[src/pkg/sso_pkg.sv]
package sso_pkg;

	// Speed figures are in units of one revolution per minute.
	localparam int            SPEED_W         = 16;
	localparam logic [15:0]   LEVEL_MIN       = 16'h0001;
	localparam logic [15:0]   LEVEL_MAX       = 16'h2710;
	localparam logic [15:0]   LEVEL_RESET     = 16'h0014;

	// Output terminal selection.
	localparam int            TERM_W          = 2;
	localparam int            TERM_N          = 4;
	localparam logic [1:0]    TERM_NONE       = 2'h0;
	localparam logic [1:0]    ROT_TERM_RESET  = 2'h2;
	localparam logic [1:0]    RDY_TERM_RESET  = 2'h3;

	typedef struct packed {
		logic main_power_on;
		logic alarm_active;
		logic abs_encoder;
		logic abs_data_request_in;
	} sso_status_t;

	typedef struct packed {
		logic [1:0] rotation_out_assign;
		logic [1:0] ready_out_assign;
	} sso_assign_t;

	typedef enum logic [1:0] {
		ABS_IDLE,
		ABS_SENDING,
		ABS_DONE
	} sso_abs_state_t;

endpackage

[src/core/sso_status_outputs.sv]
`timescale 1ns/1ps
//////////////////////////////////////////////////////////////////////////////
// How it works
// - Rotation detect closes when speed is at or above the detection level.
// - Rotation detect opens when speed is below the detection level.
// - Level accepts 1 to 10000 rpm, defaults to 20, applies immediately.
// - Drive ready closes only when power-enable command can be accepted.
// - Drive ready needs main power on and no alarm; either loss drops it.
// - With absolute encoder, data request input must also be on.
// - With absolute encoder, position data must finish sending before ready.
// - Rotation detect goes to the terminal chosen by its assignment setting.
// - Drive ready goes to the terminal chosen by its own assignment setting.
module sso_status_outputs (
	input  wire logic                          mclk,
	input  wire logic                          rst_n,
	input  wire logic [sso_pkg::SPEED_W-1:0]   motor_speed,
	input  wire logic                          level_write,
	input  wire logic [15:0]                   level_wdata,
	input  wire logic                          main_power_on,
	input  wire logic                          alarm_active,
	input  wire logic                          abs_encoder,
	input  wire logic                          abs_data_request_in,
	input  wire logic                          abs_send_done,
	input  wire sso_pkg::sso_assign_t          assign_cfg,
	output logic                               abs_send_start,
	output logic [15:0]                        rotation_level_setting,
	output logic                               rotation_detect_out,
	output logic                               drive_ready_out,
	output logic [sso_pkg::TERM_N-1:0]         terminal_out
);
	import sso_pkg::*;

	//////////////////////////////////////////////////////////////////////////
	// Pin synchronisers for the contacts coming from outside.
	// All four contacts travel together as one struct so that they see the
	// same two-stage delay. They are independent levels, so a skew of one cycle
	// between them only delays ready by a cycle and is harmless.
	// Reset clears the synchronisers to the open state, so ready cannot
	// glitch high while the block leaves reset.

	sso_status_t sync1_q;
	sso_status_t sync2_q;
	sso_status_t sync1_d;

	always_comb begin
		sync1_d.main_power_on       = main_power_on;
		sync1_d.alarm_active        = alarm_active;
		sync1_d.abs_encoder         = abs_encoder;
		sync1_d.abs_data_request_in = abs_data_request_in;
	end

	always_ff @(posedge mclk or negedge rst_n) begin
		if (!rst_n) begin
			sync1_q <= '0;
			sync2_q <= '0;
		end else begin
			sync1_q <= sync1_d;
			sync2_q <= sync1_q;
		end
	end

	//////////////////////////////////////////////////////////////////////////
	// Rotation detection level setting.
	// A valid write is visible on the next edge and is used by the comparator
	// straight away; no restart of the block is needed.

	function automatic logic level_ok(input logic [15:0] v);
		return (v >= LEVEL_MIN) && (v <= LEVEL_MAX);
	endfunction

	logic [15:0] level_d;
	logic [15:0] level_q;

	// Out-of-range writes are dropped so the comparator never sees level zero.
	always_comb begin
		level_d = level_q;
		if (level_write && level_ok(level_wdata)) begin
			level_d = level_wdata;
		end
	end

	always_ff @(posedge mclk or negedge rst_n) begin
		if (!rst_n) begin
			level_q <= LEVEL_RESET;
		end else begin
			level_q <= level_d;
		end
	end

	assign rotation_level_setting = level_q;

	//////////////////////////////////////////////////////////////////////////
	// Absolute data transfer sequencing.

	// The sender is started with a single-cycle pulse and reports completion on
	// abs_send_done. Completion is only honoured while a transfer is running,
	// so a stale done from an earlier transfer cannot mark the data as sent.
	// Ready stays low from the start pulse until the state reaches done, and
	// a host that drops the request must wait for a fresh transfer.
	sso_abs_state_t abs_state_d;
	sso_abs_state_t abs_state_q;
	logic           start_d;
	logic           start_q;

	always_comb begin
		abs_state_d = abs_state_q;
		start_d     = 1'b0;
		if (!sync2_q.abs_encoder || !sync2_q.abs_data_request_in) begin
			// Dropping the request restarts the transfer on the next request.
			abs_state_d = ABS_IDLE;
		end else begin
			unique case (abs_state_q)
				ABS_IDLE: begin
					abs_state_d = ABS_SENDING;
					start_d     = 1'b1;
				end
				ABS_SENDING: begin
					if (abs_send_done) begin
						abs_state_d = ABS_DONE;
					end
				end
				ABS_DONE: begin
					abs_state_d = ABS_DONE;
				end
				default: begin
					// The fourth code of the encoding is unused; recover through idle.
					abs_state_d = ABS_IDLE;
				end
			endcase
		end
	end

	always_ff @(posedge mclk or negedge rst_n) begin
		if (!rst_n) begin
			abs_state_q <= ABS_IDLE;
			start_q     <= 1'b0;
		end else begin
			abs_state_q <= abs_state_d;
			start_q     <= start_d;
		end
	end

	assign abs_send_start = start_q;

	//////////////////////////////////////////////////////////////////////////
	// Output conditions, recomputed every cycle.
	//
	// Neither output latches: each flop takes a fresh value on every edge, so
	// a condition that goes away is seen on the contact one cycle later.
	// Both contacts are registered so that they never glitch between edges.
	// Speed is compared without synchronisers because it comes from logic on
	// this clock; the contact inputs arrive two cycles late through the
	// synchronisers, which puts drive ready three cycles behind its pins.

	function automatic logic speed_reached(input logic [SPEED_W-1:0] speed, input logic [15:0] level);
		return speed >= level;
	endfunction

	logic rot_d;
	logic rot_q;

	// The level is read from its register, so a write changes the comparison
	// on the edge that takes it and the contact one edge after that.
	always_comb begin
		rot_d = speed_reached(motor_speed, level_q);
	end

	always_ff @(posedge mclk or negedge rst_n) begin
		if (!rst_n) begin
			rot_q <= 1'b0;
		end else begin
			rot_q <= rot_d;
		end
	end

	assign rotation_detect_out = rot_q;

	logic power_ok;
	logic abs_ok;
	logic rdy_d;
	logic rdy_q;

	// Without an absolute encoder the request input and the transfer state are
	// ignored, so an incremental setup is ready as soon as power is good.
	// Loss of power or an alarm clears ready on the next edge of the
	// synchronised inputs; nothing holds it up once a condition is gone.
	always_comb begin
		power_ok = sync2_q.main_power_on && !sync2_q.alarm_active;
		abs_ok   = 1'b1;
		if (sync2_q.abs_encoder) begin
			abs_ok = sync2_q.abs_data_request_in && (abs_state_q == ABS_DONE);
		end
		rdy_d    = power_ok && abs_ok;
	end

	always_ff @(posedge mclk or negedge rst_n) begin
		if (!rst_n) begin
			rdy_q <= 1'b0;
		end else begin
			rdy_q <= rdy_d;
		end
	end

	assign drive_ready_out = rdy_q;

	//////////////////////////////////////////////////////////////////////////
	// Terminal routing.
	// Routing adds one register stage, so a terminal follows its output one
	// cycle later. Terminal zero means unassigned and is never driven.
	// If both outputs pick one terminal, the contact closes when either is active.

	sso_terminal_map u_map (
		.mclk            (mclk),
		.rst_n           (rst_n),
		.rotation_active (rot_q),
		.ready_active    (rdy_q),
		.assign_cfg      (assign_cfg),
		.terminal_out    (terminal_out)
	);
endmodule

[src/core/sso_terminal_map.sv]
`timescale 1ns/1ps
module sso_terminal_map (
	input  wire logic                          mclk,
	input  wire logic                          rst_n,
	input  wire logic                          rotation_active,
	input  wire logic                          ready_active,
	input  wire sso_pkg::sso_assign_t          assign_cfg,
	output logic [sso_pkg::TERM_N-1:0]         terminal_out
);
	import sso_pkg::*;

	logic [TERM_N-1:0] term_d;
	logic [TERM_N-1:0] term_q;

	// Terminal 0 means unassigned; if both land on one terminal they are ORed.
	always_comb begin
		term_d = '0;
		if (assign_cfg.rotation_out_assign != TERM_NONE) begin
			term_d[assign_cfg.rotation_out_assign] = rotation_active;
		end
		if (assign_cfg.ready_out_assign != TERM_NONE) begin
			term_d[assign_cfg.ready_out_assign] = term_d[assign_cfg.ready_out_assign] | ready_active;
		end
	end

	always_ff @(posedge mclk or negedge rst_n) begin
		if (!rst_n) begin
			term_q <= '0;
		end else begin
			term_q <= term_d;
		end
	end

	assign terminal_out = term_q;
endmodule

[config.mk]
export PLATFORM = sky130hd
export DESIGN_NAME = sso_status_outputs
export DESIGN_NICKNAME = d
export VERILOG_FILES = /design/src/pkg/sso_pkg.sv /design/src/core/sso_status_outputs.sv /design/src/core/sso_terminal_map.sv
export SDC_FILE = /design/constraint.sdc
export NUM_CORES = 1
export LEC_CHECK = 0
export BUFFER_PORTS_ARGS = -buffer_cell sky130_fd_sc_hd__buf_2
export CAP_MARGIN = 20
export CORE_MARGIN = 4
export CORE_UTILIZATION = 35
export CTS_BUF_LIST = sky130_fd_sc_hd__clkbuf_4 sky130_fd_sc_hd__clkbuf_8 sky130_fd_sc_hd__clkbuf_16
export CTS_CLUSTER_SIZE = 25
export DETAILED_ROUTE_END_ITERATION = 6
export MAX_ROUTING_LAYER = met4
export PLACE_DENSITY = 0.68
export SYNTH_ARGS = -nofsm -noshare
export SYNTH_HDL_FRONTEND = slang
export SYNTH_HIERARCHICAL = 1
export SYNTH_SLANG_ARGS = --single-unit
[constraint.sdc]
create_clock -name mclk -period 2.1 [get_ports mclk]
set_clock_uncertainty 0.2 [all_clocks]
set_input_delay 0.42 -clock mclk [delete_from_list [all_inputs] [get_ports mclk]]
set_output_delay 0.42 -clock mclk [all_outputs]
set_load 0.02 [all_outputs]
# --- Word level (Yosys, flattened, before mapping) ---
# Cells that the tools add are included.
word_totals:
  inputBits: 44
  reg_bits: 33
  output_inout_bits: 23
  wordCells: 55
op_classes:
  reduce_logical: 14
  eq_ne: 3
  magnitude_cmp: 7
  n_mux: 15
  n_bitwise: 2
ops:
  columns: ["op", "n"]
  rows:
  - ["$ge A16 B1 Y1 const B", 1]
  - ["$ge A16 B16 Y1", 1]
  - ["$le A16 B14 Y1 const B", 1]
  - ["$mux W4", 2]
  - ["$logic_and A1 B1 Y1", 7]
  - ["$lt A2 B3 Y1 const B", 2]
  - ["$mux W1", 6]
  - ["$pmux W2 S3", 1]
  - ["$and A4 B4 Y4", 1]
  - ["$bwmux W4", 1]
  - ["$demux W1 S2", 2]
  - ["$ge A2 B1 Y1 const B", 2]
  - ["$mux W2", 2]
  - ["$reduce_bool A2 Y1", 2]
  - ["$logic_not A1 Y1", 3]
  - ["$ne A3 B3 Y1 const B", 1]
  - ["$bmux W1 S2", 1]
  - ["$eq A2 B1 Y1 const B", 1]
  - ["$eq A2 B2 Y1 const B", 1]
  - ["$logic_not A2 Y1", 1]
  - ["$logic_or A1 B1 Y1", 1]
  - ["$or A1 B1 Y1", 1]

# --- Longest topological paths before layout ---
# Gate-level depths: netlist (run 1).
logic_depth:
  word_depth: 11
  depth_mapped: 7

# --- By module ---
# The synthesis (run 1) kept the hierarchy.
by_module_without_submodules:
  columns: ["module", "seq_area_each_um2", "cells_each", "n_inst", "area_per_inst_um2"]
  rows:
  - ["sso_status_outputs", 728.2, 133, 1, 1529.0]
  - ["sso_terminal_map", 100.1, 14, 1, 157.7]

# --- Least setup slack after synthesis (run 1) ---
# OpenSTA, ideal clock, no wires.
synth_timing:
  path_kind: "input to register"
  start: "input port level_wdata[15]"
  end: "register level_q[3] (netlist: rotation_level_setting[3])"
  arrival_time_ns: 1.859
  path_buffers: 1
  setup_slack_ns: -0.085
  stages: 6
  cell_sequence: "or3b_1 -> or3_4 -> o21ai_4 -> nand2_4 -> buf_6 -> mux2_4"
synth_between:
  elab_chain_cells: 3
synth_rtl:
  columns: ["element", "line", "source"]
  rows:
  - ["from (decl)", "sso_status_outputs.sv:18", "input wire logic [15:0] level_wdata,"]
  - ["$ge A16 B1 Y1 or $le A16 B14 Y1 (tied branches)", "sso_status_outputs.sv:68", "return (v >= LEVEL_MIN) && (v <= LEVEL_MAX);"]
  - ["$logic_and A1 B1 Y1 (*)", "sso_status_outputs.sv:68", null]
  - ["$logic_and A1 B1 Y1 (*)", "sso_status_outputs.sv:77", "if (level_write && level_ok(level_wdata)) begin"]
  - ["to (signal assigned)", "sso_status_outputs.sv:86", "level_q <= level_d;"]
  - ["to (decl)", "sso_status_outputs.sv:72", "logic [15:0] level_q;"]
# Mark *: on every way between the ends. The rest lies on a longest branch, timed or not.
# A chain may end at the register's enable or synchronous reset.

# --- Worst setup path in the final report (run 1) ---
layout_timing:
  start: "register level_q[2] (netlist: rotation_level_setting[2])"
  end: "register rot_q (netlist: rotation_detect_out)"
layout_between:
  elab_chain_cells: 1
layout_rtl:
  columns: ["element", "line", "source"]
  rows:
  - ["$ge A16 B16 Y1", "sso_status_outputs.sv:156", "return speed >= level;"]
  - ["net rot_d", "sso_status_outputs.sv:159", "logic rot_d;"]
  - ["to (signal assigned)", "sso_status_outputs.sv:172", "rot_q <= rot_d;"]
  - ["to (decl)", "sso_status_outputs.sv:160", "logic rot_q;"]
# The timed path passes the listed nets, and every way through them passes these cells.

==> metrics.txt, run 1 <==
# Post-CTS Setup Buffers=0; post-CTS sizing=0; pre-CTS WS=-0.106 ns; FF+latch count, synth=33; GRT Total Usage=14.2%; Initial Util=37.4%; Syn-to-layout area delta=31.0%; TNS Setup=0 ns; Chip Height=77.4 um; critical path peak fanout=3; Rel. slew slack=51.3%; Final Wtd Congestion=0.833; area leader, netlist=dfrtp_1; Post-synth EDFFs=0; drt first pass iters=4; Reg clk slew, reported paths=0.06 ns; Post-synth ARST share=100%; port bufs=66; RSZ-0062 raised after global routing=no; HPWL after DPL=3140 um; maximum operating frequency=0.520 GHz; num ports=67; Synth Instances=147; ys flop type=dfrtp_1; Clock Latency Late Sink=0.28 ns; crit path DAT=1.94 ns; final hold viol count=3; number of global-route vias before repair=1,441; Crit. End Element=flop; Routed WL per cell=13.6 um; drt initial violations=41; setup violators final=0; Worst Hold Class=in -> async; pwr/cell area=817 nW/um^2; die area=5990 um^2; CORE AREA=4500 um^2; residual DRC count=0; final antenna diode count=0; crit path kind=reg -> reg; Row Count=24; Inserted Clock Buffers=5; top cells by area, synth=dfrtp_1 (46%), ha_1 (14%), inv_1 (4.5%), mux2_4 (4.5%), dfstp_2 (3.1%); Worst Max-Slew Pin Slew=0.730 ns; Final Cycle Share=91.6%; Post-layout nets=287; failing checks=hold timing; CTS tree=yes; hold buffers post-CTS=0; layout cells sized above 1=42.2%; Final Hold Slack=-0.00192 ns; clock root buffer=clkbuf_8; global-route wire length before repair=6500 um; final slew viol count=0; Overall Power=1.81 mW; Ys Warns=6; most frequent cells after synthesis=dfrtp_1 (31), inv_1 (20), ha_1 (19); Max Cap Viol=0; Worst VDD drop=0.381 mV; Final ANT Viol Nets=0; status=finished, violations left; Syn Std Cell Area=1690 um^2; H-tree levels=2; CTS Sinks=33; CP startpoint kind=flop; minimum clock period=1.92 ns; post-synthesis sequential area ratio=49.1%; reg2reg path depth=7; Critical Path RT=2.12 ns; post-route setup slack=0.176 ns; most frequent cell after synthesis=dfrtp_1; syn_nets=210; global route overflow=0; largest net degree at the start of global routing=34; Die X=77.4 um; Post-Syn Area per Cell=11.5 um^2; Total Wirelength=3770 um; initial antenna violation count=0; vias per std cell=4.75; top cell type's share of synthesized area=46.0%; via total after detailed routing=1,316; Unique masters post-synth=36; clock buffer depth=2; Pleak=1.18 nW
-- metal layers --
metal | part of all wire [%] | track usage [%]
met5 | 0 | -
met3 | 6.0 | 4.17
met1 | 45 | 16.9
met2 | 48 | 22.7
met4 | 1.1 | 5.52
-- cell families after synthesis --
logic type	after synthesis	share of synthesized area [%]
muxes	11	8.31
and+or+nand+nor	35	11.4
buffers and inverters	21	5.12
other	1	0.222
AOI/OAI and AO/OA	27	11.7
DFF	33	49.1
adders and majority gates	19	14.1
-- power breakdown --
part | switching [mW] | internal (mW) | total (mW)
logic | 0.283 | 0.224 | 0.507
registers | 0.0625 | 0.725 | 0.788
clock network | 0.214 | 0.296 | 0.510
total | 0.560 | 1.25 | 1.81
-- per-stage QoR --
step	util, %	hold slack [ns]	cells	instance area (um^2)
3_3_place_gp	46.8	0.132	269	2110
5_1_grt	49.1	0.0273	277	2210
4_1_cts	49.1	0.0258	277	2210
2_1_floorplan	-	-0.0756	147	1690
3_5_place_dp	46.8	0.138	269	2110
6_report	49.1	-0.00192	277	2210
-- placed cells by master, fill, tap and decap left out, types with 2 or more instances in the layout --
cell type  instances
a21o_1             3
a21oi_1            7
a22o_1             4
and3_1             2
buf_2             66
buf_4              5
clkbuf_8           7
dfrtp_1           31
dfstp_2            2
ha_1              19
inv_1             20
mux2_2             4
mux2_4             5
mux2i_1            2
nand2_1           11
nand3_1            3
nor2_1             5
nor2b_1            2
nor4_1             3
o211ai_1           2
o21ai_0            4
-- final timing paths --
kind	start	end	slack, ns
worst max-delay path	rotation_level_setting[2]	rotation_detect_out	0.18
worst min-delay path	rst_n	u_map/terminal_out[3]	-0.002
worst min register to register	sync1_q[3]	sync2_q[3]	0.15
worst max register to register	rotation_level_setting[2]	rotation_detect_out	0.18
min in group mclk	alarm_active	sync1_q[2]	0.05
max in group asynchronous	rst_n	abs_state_q[1]	1.23
-- flip-flops by register name, summed over array words and instances (netlist names) --
name                    count
rotation_level_setting     16
sync1_q                     4
sync2_q                     4
u_map/terminal_out          4
abs_state_q                 2
abs_send_start              1
drive_ready_out             1
rotation_detect_out         1
-- cell type report --
| cell class | instances | area (um^2) |
|---|---|---|
| clock buffers | 7 | 96.3 |
| clock inverters | 1 | 5.00 |
| fillers | 429 | 2290 |
| inverters | 20 | 75.1 |
| multi-input cells | 93 | 772 |
| flip-flops and latches | 33 | 828 |
| well taps | 52 | 65.1 |
| repair buffers | 71 | 368 |
-- critical path: stages (launching register included) --
cell	delay, ns
dfstp_2	0.55
inv_1	0.05
ha_1	0.27
and3_1	0.15
o21ai_0	0.07
a311oi_1	0.38
o211ai_1	0.12
nand2_1	0.07
(Power assumes the default switching activity.)
==> inputs of run 2 (changes only) <==
ABC_AREA = 1   (was not set)
PLACE_DENSITY = 0.67   (was 0.68)
==> run 2 against run 1 <==
The flow still finishes with violations (hold timing). Global-route usage increased by 0.19 points. Area after synthesis rose by 13%. Critical path depth is 1 lower. Count of clock-buffer cells in the layout increased by 1. Critical endpoint unchanged.
==> metrics.txt, run 2 <==
# fillers=528 (was 429); Worst VDD drop=0.259 mV (was 0.381 mV); Post-synth ARST share=100% (unchanged); combinational share of power=26.7% (was 28.1%); post-CTS sizing=0 (unchanged); Syn Std Cell Area=1900 um^2 (was 1690 um^2); initial antenna violation count=0 (unchanged); crit-path cells=inv_1 > ha_1 > nand2_1 > nor4_1 > nand3_1 > nand3_1 (was inv_1 > ha_1 > and3_1 > o21ai_0 > a311oi_1 > o211ai_1 > nand2_1); top cell type's share of synthesized area=40.8% (was 46.0%); Int Pwr=1.19 mW (was 1.25 mW); maximum operating frequency=0.590 GHz (was 0.520 GHz); commonest non-fill, non-tap cell in the layout=buf_2 (unchanged); drt first pass iters=4 (unchanged); number of global-route vias before repair=1,611 (was 1,441); Inserted Clock Buffers=5 (unchanged); Crit path largest cell delay=0.40 ns (was 0.55 ns); H-tree levels=2 (unchanged); most frequent cell after synthesis=nand2_1 (was dfrtp_1); most frequent cells in the layout=buf_2 (66), nand2_1 (58), inv_1 (33) (was buf_2 (66), dfrtp_1 (31), inv_1 (20)); FF+latch count, synth=33 (unchanged); Reg area=828 um^2 (unchanged); Die X=81.7 um (was 77.4 um); HPWL after DPL=3560 um (was 3140 um); post-synthesis sequential area ratio=43.6% (was 49.1%); crit path DAT=1.71 ns (was 1.94 ns); Core Util, Final=46.0% (was 49.1%); Final Hold Slack=-0.00400 ns (was -0.00192 ns); minimum clock period=1.69 ns (was 1.92 ns); Reg clk slew, reported paths=0.06 ns (about the same); clock buffer depth=2 (unchanged); Initial Util=36.8% (was 37.4%); Final Wtd Congestion=0.804 (was 0.833); CP Buf/Inv Count=1 (unchanged); CP most frequent cell=nand3_1; power share of the clock group=29.0% (was 28.3%); ys flop type=dfrtp_1 (unchanged); most frequent cells after synthesis=nand2_1 (58), inv_1 (33), dfrtp_1 (31) (was dfrtp_1 (31), inv_1 (20), ha_1 (19)); final antenna diode count=0 (unchanged); # Post-CTS Setup Buffers=0 (unchanged); delay-heaviest family, CP=simple AND/OR/NAND/NOR gates (was compound AO/OA/AOI/OAI gates); area of the multi-input gates=906 um^2 (was 772 um^2); Net Switching=563 uW (was 560 uW); clock root buffer=clkbuf_8 (unchanged); critical path peak fanout=3 (unchanged); Clock Latency Late Sink=0.28 ns (about the same); Rel. slew slack=52.0% (was 51.3%); hold buffers post-CTS=0 (unchanged); area leader, netlist=dfrtp_1 (unchanged); num ports=67 (unchanged); Worst setup startpoint=rotation_level_setting[15] (was rotation_level_setting[2]); via total after detailed routing=1,696 (was 1,316); R2R Path Start=rotation_level_setting[15] (was rotation_level_setting[2]); Pleak=1.34 nW (was 1.18 nW); largest net degree at the start of global routing=34 (unchanged); Total Wirelength=4290 um (was 3770 um); Final ANT Viol Nets=0 (unchanged); reg2reg path depth=6 (was 7); end of the worst register-to-register path=rotation_detect_out (unchanged); RSZ-0062 raised after global routing=no (unchanged); Worst Hold Class=in -> async (unchanged); Chip Height=81.7 um (was 77.4 um); status=finished, violations left (unchanged); Sw Ratio=32.2% (was 31.0%); global route overflow=0 (unchanged); port bufs=66 (unchanged); Syn-to-layout area delta=25.2% (was 31.0%); layout cells sized above 1=31.1% (was 42.2%); Max Cap Viol=0 (unchanged); Post-Syn Area per Cell=8.20 um^2 (was 11.5 um^2); crit path kind=reg -> reg (unchanged); Overall Power=1.75 mW (was 1.81 mW); vias per std cell=4.56 (was 4.75); failing checks=hold timing (unchanged); CORE AREA=5170 um^2 (was 4500 um^2); number of flip-flops in the largest register=16 (unchanged); syn_nets=295 (was 210); global-route wire length before repair=7150 um (was 6500 um); final slew viol count=0 (unchanged); Unique masters post-synth=24 (was 36); flop-to-flop setup slack=0.41 ns (was 0.18 ns); GRT Total Usage=14.4% (was 14.2%); Row Count=26 (was 24); residual DRC count=0 (unchanged); top cells by area, synth=dfrtp_1 (41%), ha_1 (13%), nand2_1 (11%), inv_1 (6.5%), nand4_1 (5.3%) (was dfrtp_1 (46%), ha_1 (14%), inv_1 (4.5%), mux2_4 (4.5%), dfstp_2 (3.1%)); TNS Setup=0 ns (unchanged); CTS Sinks=33 (unchanged); Worst Max-Slew Pin Slew=0.721 ns (was 0.730 ns); Post-layout nets=364 (was 287); final hold viol count=4 (was 3); pwr/cell area=735 nW/um^2 (was 817 nW/um^2); Synth Instances=232 (was 147); Ys Warns=6 (unchanged); Post-synth EDFFs=0 (unchanged); die area=6680 um^2 (was 5990 um^2); cell count along the critical path=6 (was 7); drt initial violations=75 (was 41); Routed WL per cell=11.5 um (was 13.6 um); CTS tree=yes (unchanged); Final Cycle Share=80.7% (was 91.6%); CP startpoint kind=flop (unchanged); CP max-delay cell=nor4_1 (was dfstp_2); Critical Path RT=2.11 ns (was 2.12 ns); Worst setup endpoint=rotation_detect_out (unchanged); part of the power in registers=44.3% (was 43.6%); setup violators final=0 (unchanged); Crit. End Element=flop (unchanged)
run 2: cell type report:
| class | count | area share (%) |
|---|---|---|
| Sequential cell | 33 | 34.8 |
| Tap cell | 70 | 3.68 |
| Clock buffer | 8 | 4.10 |
| Timing Repair Buffer | 66 | 13.9 |
| Multi-Input combinational cell | 160 | 38.0 |
| Inverter | 35 | 5.52 |
run 2: per-layer routing:
layer / wire length, um / global-route usage, % / share of wire (%) / up-vias
met5: 0 / - / 0 / -
met3: 209 / 3.51 / 4.9 / 5
li1: - / - / - / 879
met2: 2200 / 24.1 / 51 / 37
met1: 1810 / 16.7 / 42 / 775
met4: 63 / 5.32 / 1.5 / 0
run 2: worst min-delay path by stage:
stage	end	slack [ns]	cells after the start
final	rotation_level_setting[6]	-0.004	1
after floorplan	abs_send_start	-0.08	0
after global routing	sync1_q[1]	0.02	1
after global placement	sync2_q[0]	0.13	0
after detailed placement	sync2_q[2]	0.14	0
after CTS	rotation_level_setting[6]	0.01	1
run 2: logic make-up after synthesis:
logic type               Yosys count  synth area share (%)
AND/OR/NAND/NOR                  125                  30.9
flip-flops                        33                  43.6
adder cells (fa/ha/maj)           19                  12.5
other                              1                 0.197
AO/OA/AOI/OAI                     15                  4.08
buffers and inverters             39                  8.82
run 2: power by group through the flow:
stage               registers (mW)  clock network, mW  logic (mW)
floorplan                    0.852                  0       0.217
global placement             0.788                  0       0.455
detailed placement           0.788                  0       0.474
CTS                          0.777              0.522       0.476
global route                 0.787              0.557       0.539
finish                       0.776              0.507       0.467
run 2: stage by stage:
stage	cell area (um^2)	hold WS, ns	instances	setup WS, ns
CTS	2380	0.0127	372	0.380
detailed placement	2280	0.137	364	0.240
global placement	2280	0.134	364	0.267
floorplan	1900	-0.0756	232	0.447
global route	2380	0.0220	372	0.202
finish	2380	-0.00400	372	0.405
==> inputs of run 3 (changes only) <==
clock period = 1.7 ns   (was 2.1 ns; I/O delays follow)
==> run 3 against run 2 <==
Count of clock-buffer cells in the layout shrank 3. Global-route usage grew 0.46 points. Clock power grew 46%. Core utilization grew 3.1 points. Critical path type is now reg -> out. Via count grew 2.2%. Final area grew 6.7%. The run now ends clean. Sequential cell count is the same.
==> metrics.txt, run 3 (synthesis results as in run 2) <==
Syn-to-layout area delta=33.6% (was 25.2%); Crit. End Element=primary output (was flop); CP max-delay cell=dfstp_2 (was nor4_1); CP Buf/Inv Count=2 (was 1); Clock Latency Late Sink=0.28 ns (about the same); power share of the clock group=31.8% (was 29.0%); crit-path cells=buf_4 > buf_2 (was inv_1 > ha_1 > nand2_1 > nor4_1 > nand3_1 > nand3_1); num ports=67 (unchanged); crit path kind=reg -> out (was reg -> reg); via total after detailed routing=1,733 (was 1,696); Critical Path RT=1.16 ns (was 2.11 ns); CORE AREA=5170 um^2 (unchanged); final antenna diode count=0 (unchanged); Reg clk slew, reported paths=0.07 ns (was 0.06 ns); # fillers=503 (was 528); H-tree levels=2 (unchanged); area of the multi-input gates=926 um^2 (was 906 um^2); vias per std cell=4.50 (was 4.56); commonest non-fill, non-tap cell in the layout=buf_2 (unchanged); post-route setup slack=0.0809 ns (was 0.405 ns); CTS Sinks=33 (unchanged); Inserted Clock Buffers=5 (unchanged); Post-layout nets=377 (was 364); drt first pass iters=4 (unchanged); Overall Power=2.32 mW (was 1.75 mW); Sw Ratio=32.2% (about the same); Initial Util=36.8% (unchanged); largest net degree at the start of global routing=21 (was 34); CP startpoint kind=flop (unchanged); Worst VDD drop=0.366 mV (was 0.259 mV); global route overflow=0 (unchanged); number of global-route vias before repair=1,662 (was 1,611); Max Cap Viol=0 (unchanged); port bufs=66 (unchanged); final slew viol count=0 (unchanged); die area=6680 um^2 (unchanged); maximum operating frequency=0.618 GHz; Crit path largest cell delay=0.53 ns (was 0.40 ns); critical path peak fanout=2 (was 3); minimum clock period=1.62 ns; final hold viol count=0 (was 4); RSZ-0062 raised after global routing=no (unchanged); drt initial violations=64 (was 75); global-route wire length before repair=7330 um (was 7150 um); Die X=81.7 um (unchanged); Pleak=1.42 nW (was 1.34 nW); Final Cycle Share=95.2%; Reg area=828 um^2 (unchanged); residual DRC count=0 (unchanged); number of flip-flops in the largest register=16 (unchanged); Row Count=26 (unchanged); clock root buffer=clkbuf_8 (unchanged); status=complete, no violations (was finished, violations left); Routed WL per cell=11.6 um (was 11.5 um); pwr/cell area=914 nW/um^2 (was 735 nW/um^2); part of the power in registers=40.9% (was 44.3%); clock buffer depth=2 (unchanged); Total Wirelength=4470 um (was 4290 um); Net Switching=748 uW (was 563 uW); setup violators final=0 (unchanged); Final Wtd Congestion=0.840 (was 0.804); combinational share of power=27.4% (was 26.7%); HPWL after DPL=3580 um (was 3560 um); Worst Hold Class=in -> reg (was in -> async); pre-CTS WS=-0.0114 ns (was 0.240 ns); delay-heaviest family, CP=flip-flops (was simple AND/OR/NAND/NOR gates); layout cells sized above 1=33.0% (was 31.1%); CTS tree=yes (unchanged); Chip Height=81.7 um (unchanged); crit path DAT=1.08 ns (was 1.71 ns); most frequent cells in the layout=buf_2 (66), nand2_1 (58), inv_1 (33) (unchanged); Int Pwr=1.57 mW (was 1.19 mW); initial antenna violation count=0 (unchanged); GRT Total Usage=14.8% (was 14.4%); Final ANT Viol Nets=0 (unchanged)
[run 3: cell count changes in the layout (fill, tap and decap cells not counted), sizes merged]
cell / delta
bufinv: +1
clkbuf: -3
clkinv: +1
dlygate4sd3: +5
buf: +8
clkinvlp: +1
[run 3: layout make-up]
type	instances	share of cell area [%]
multi-input combinational	160	36.4
sequential	33	32.6
timing repair buffer	79	17.8
inverter	35	5.17
tap	70	3.45
clock buffer	5	2.71
clock inverter	3	1.82
[run 3: worst paths after layout]
path / startpoint / to / slack (ns) / depth (start not counted)
setup / recovery: rotation_level_setting[2] / rotation_level_setting[2] / 0.08 / 2
hold / removal: level_wdata[4] / rotation_level_setting[4] / 0.11 / 3
setup reg to reg: rotation_level_setting[4] / rotation_detect_out / 0.11 / 8
hold reg to reg: sync1_q[3] / sync2_q[3] / 0.15 / 0
max in group asynchronous: rst_n / rotation_level_setting[8] / 0.58 / 3
min in group asynchronous: rst_n / rotation_level_setting[6] / 0.30 / 2
[run 3: what timing repair did]
action | CTS | global route
hold buffers | 5 | 0
buffers inserted | 0 | 3
endpoints found under the setup margin | 1 | 1
endpoints found under the hold margin | 15 | 0
resized for setup | 1 | 3
[run 3: metal layers]
metal,track usage [%],vias up,routed length (um),share of wire (%)
met4,5.15,0,69,1.5
li1,-,906,-,-
met5,-,-,0,0
met2,26.1,42,2350,53
met3,3.62,6,216,4.8
met1,16.4,779,1840,41
[run 3: worst reg2reg max path, stage by stage, from the launching register on]
cell and delay (ns):
dfstp_2 0.55, inv_1 0.04, ha_1 0.26, nand2_1 0.06
nor2_1 0.15, o21ai_1 0.09, nand2_1 0.06, nand2_1 0.04
nand3_1 0.06
[run 3: power by group through the flow]
stage | clock (mW) | combinational (mW) | sequential [mW]
2_1_floorplan | 0 | 0.268 | 1.05
3_3_place_gp | 0 | 0.584 | 0.967
3_5_place_dp | 0 | 0.599 | 0.969
4_1_cts | 0.759 | 0.615 | 0.954
5_1_grt | 0.804 | 0.719 | 0.964
6_report | 0.738 | 0.636 | 0.950
[run 3: per-stage QoR]
stage               setup TNS (ns)  instances  instance area (um^2)  hold WS (ns)  utilization [%]
floorplan                        0        232                  1900        -0.156                -
CTS                              0        382                  2500         0.102             48.4
global route                     0        385                  2540         0.103             49.1
finish                           0        385                  2540         0.114             49.1
global placement                 0        369                  2330        0.0718             45.1
detailed placement         -0.0114        369                  2330        0.0763             45.1
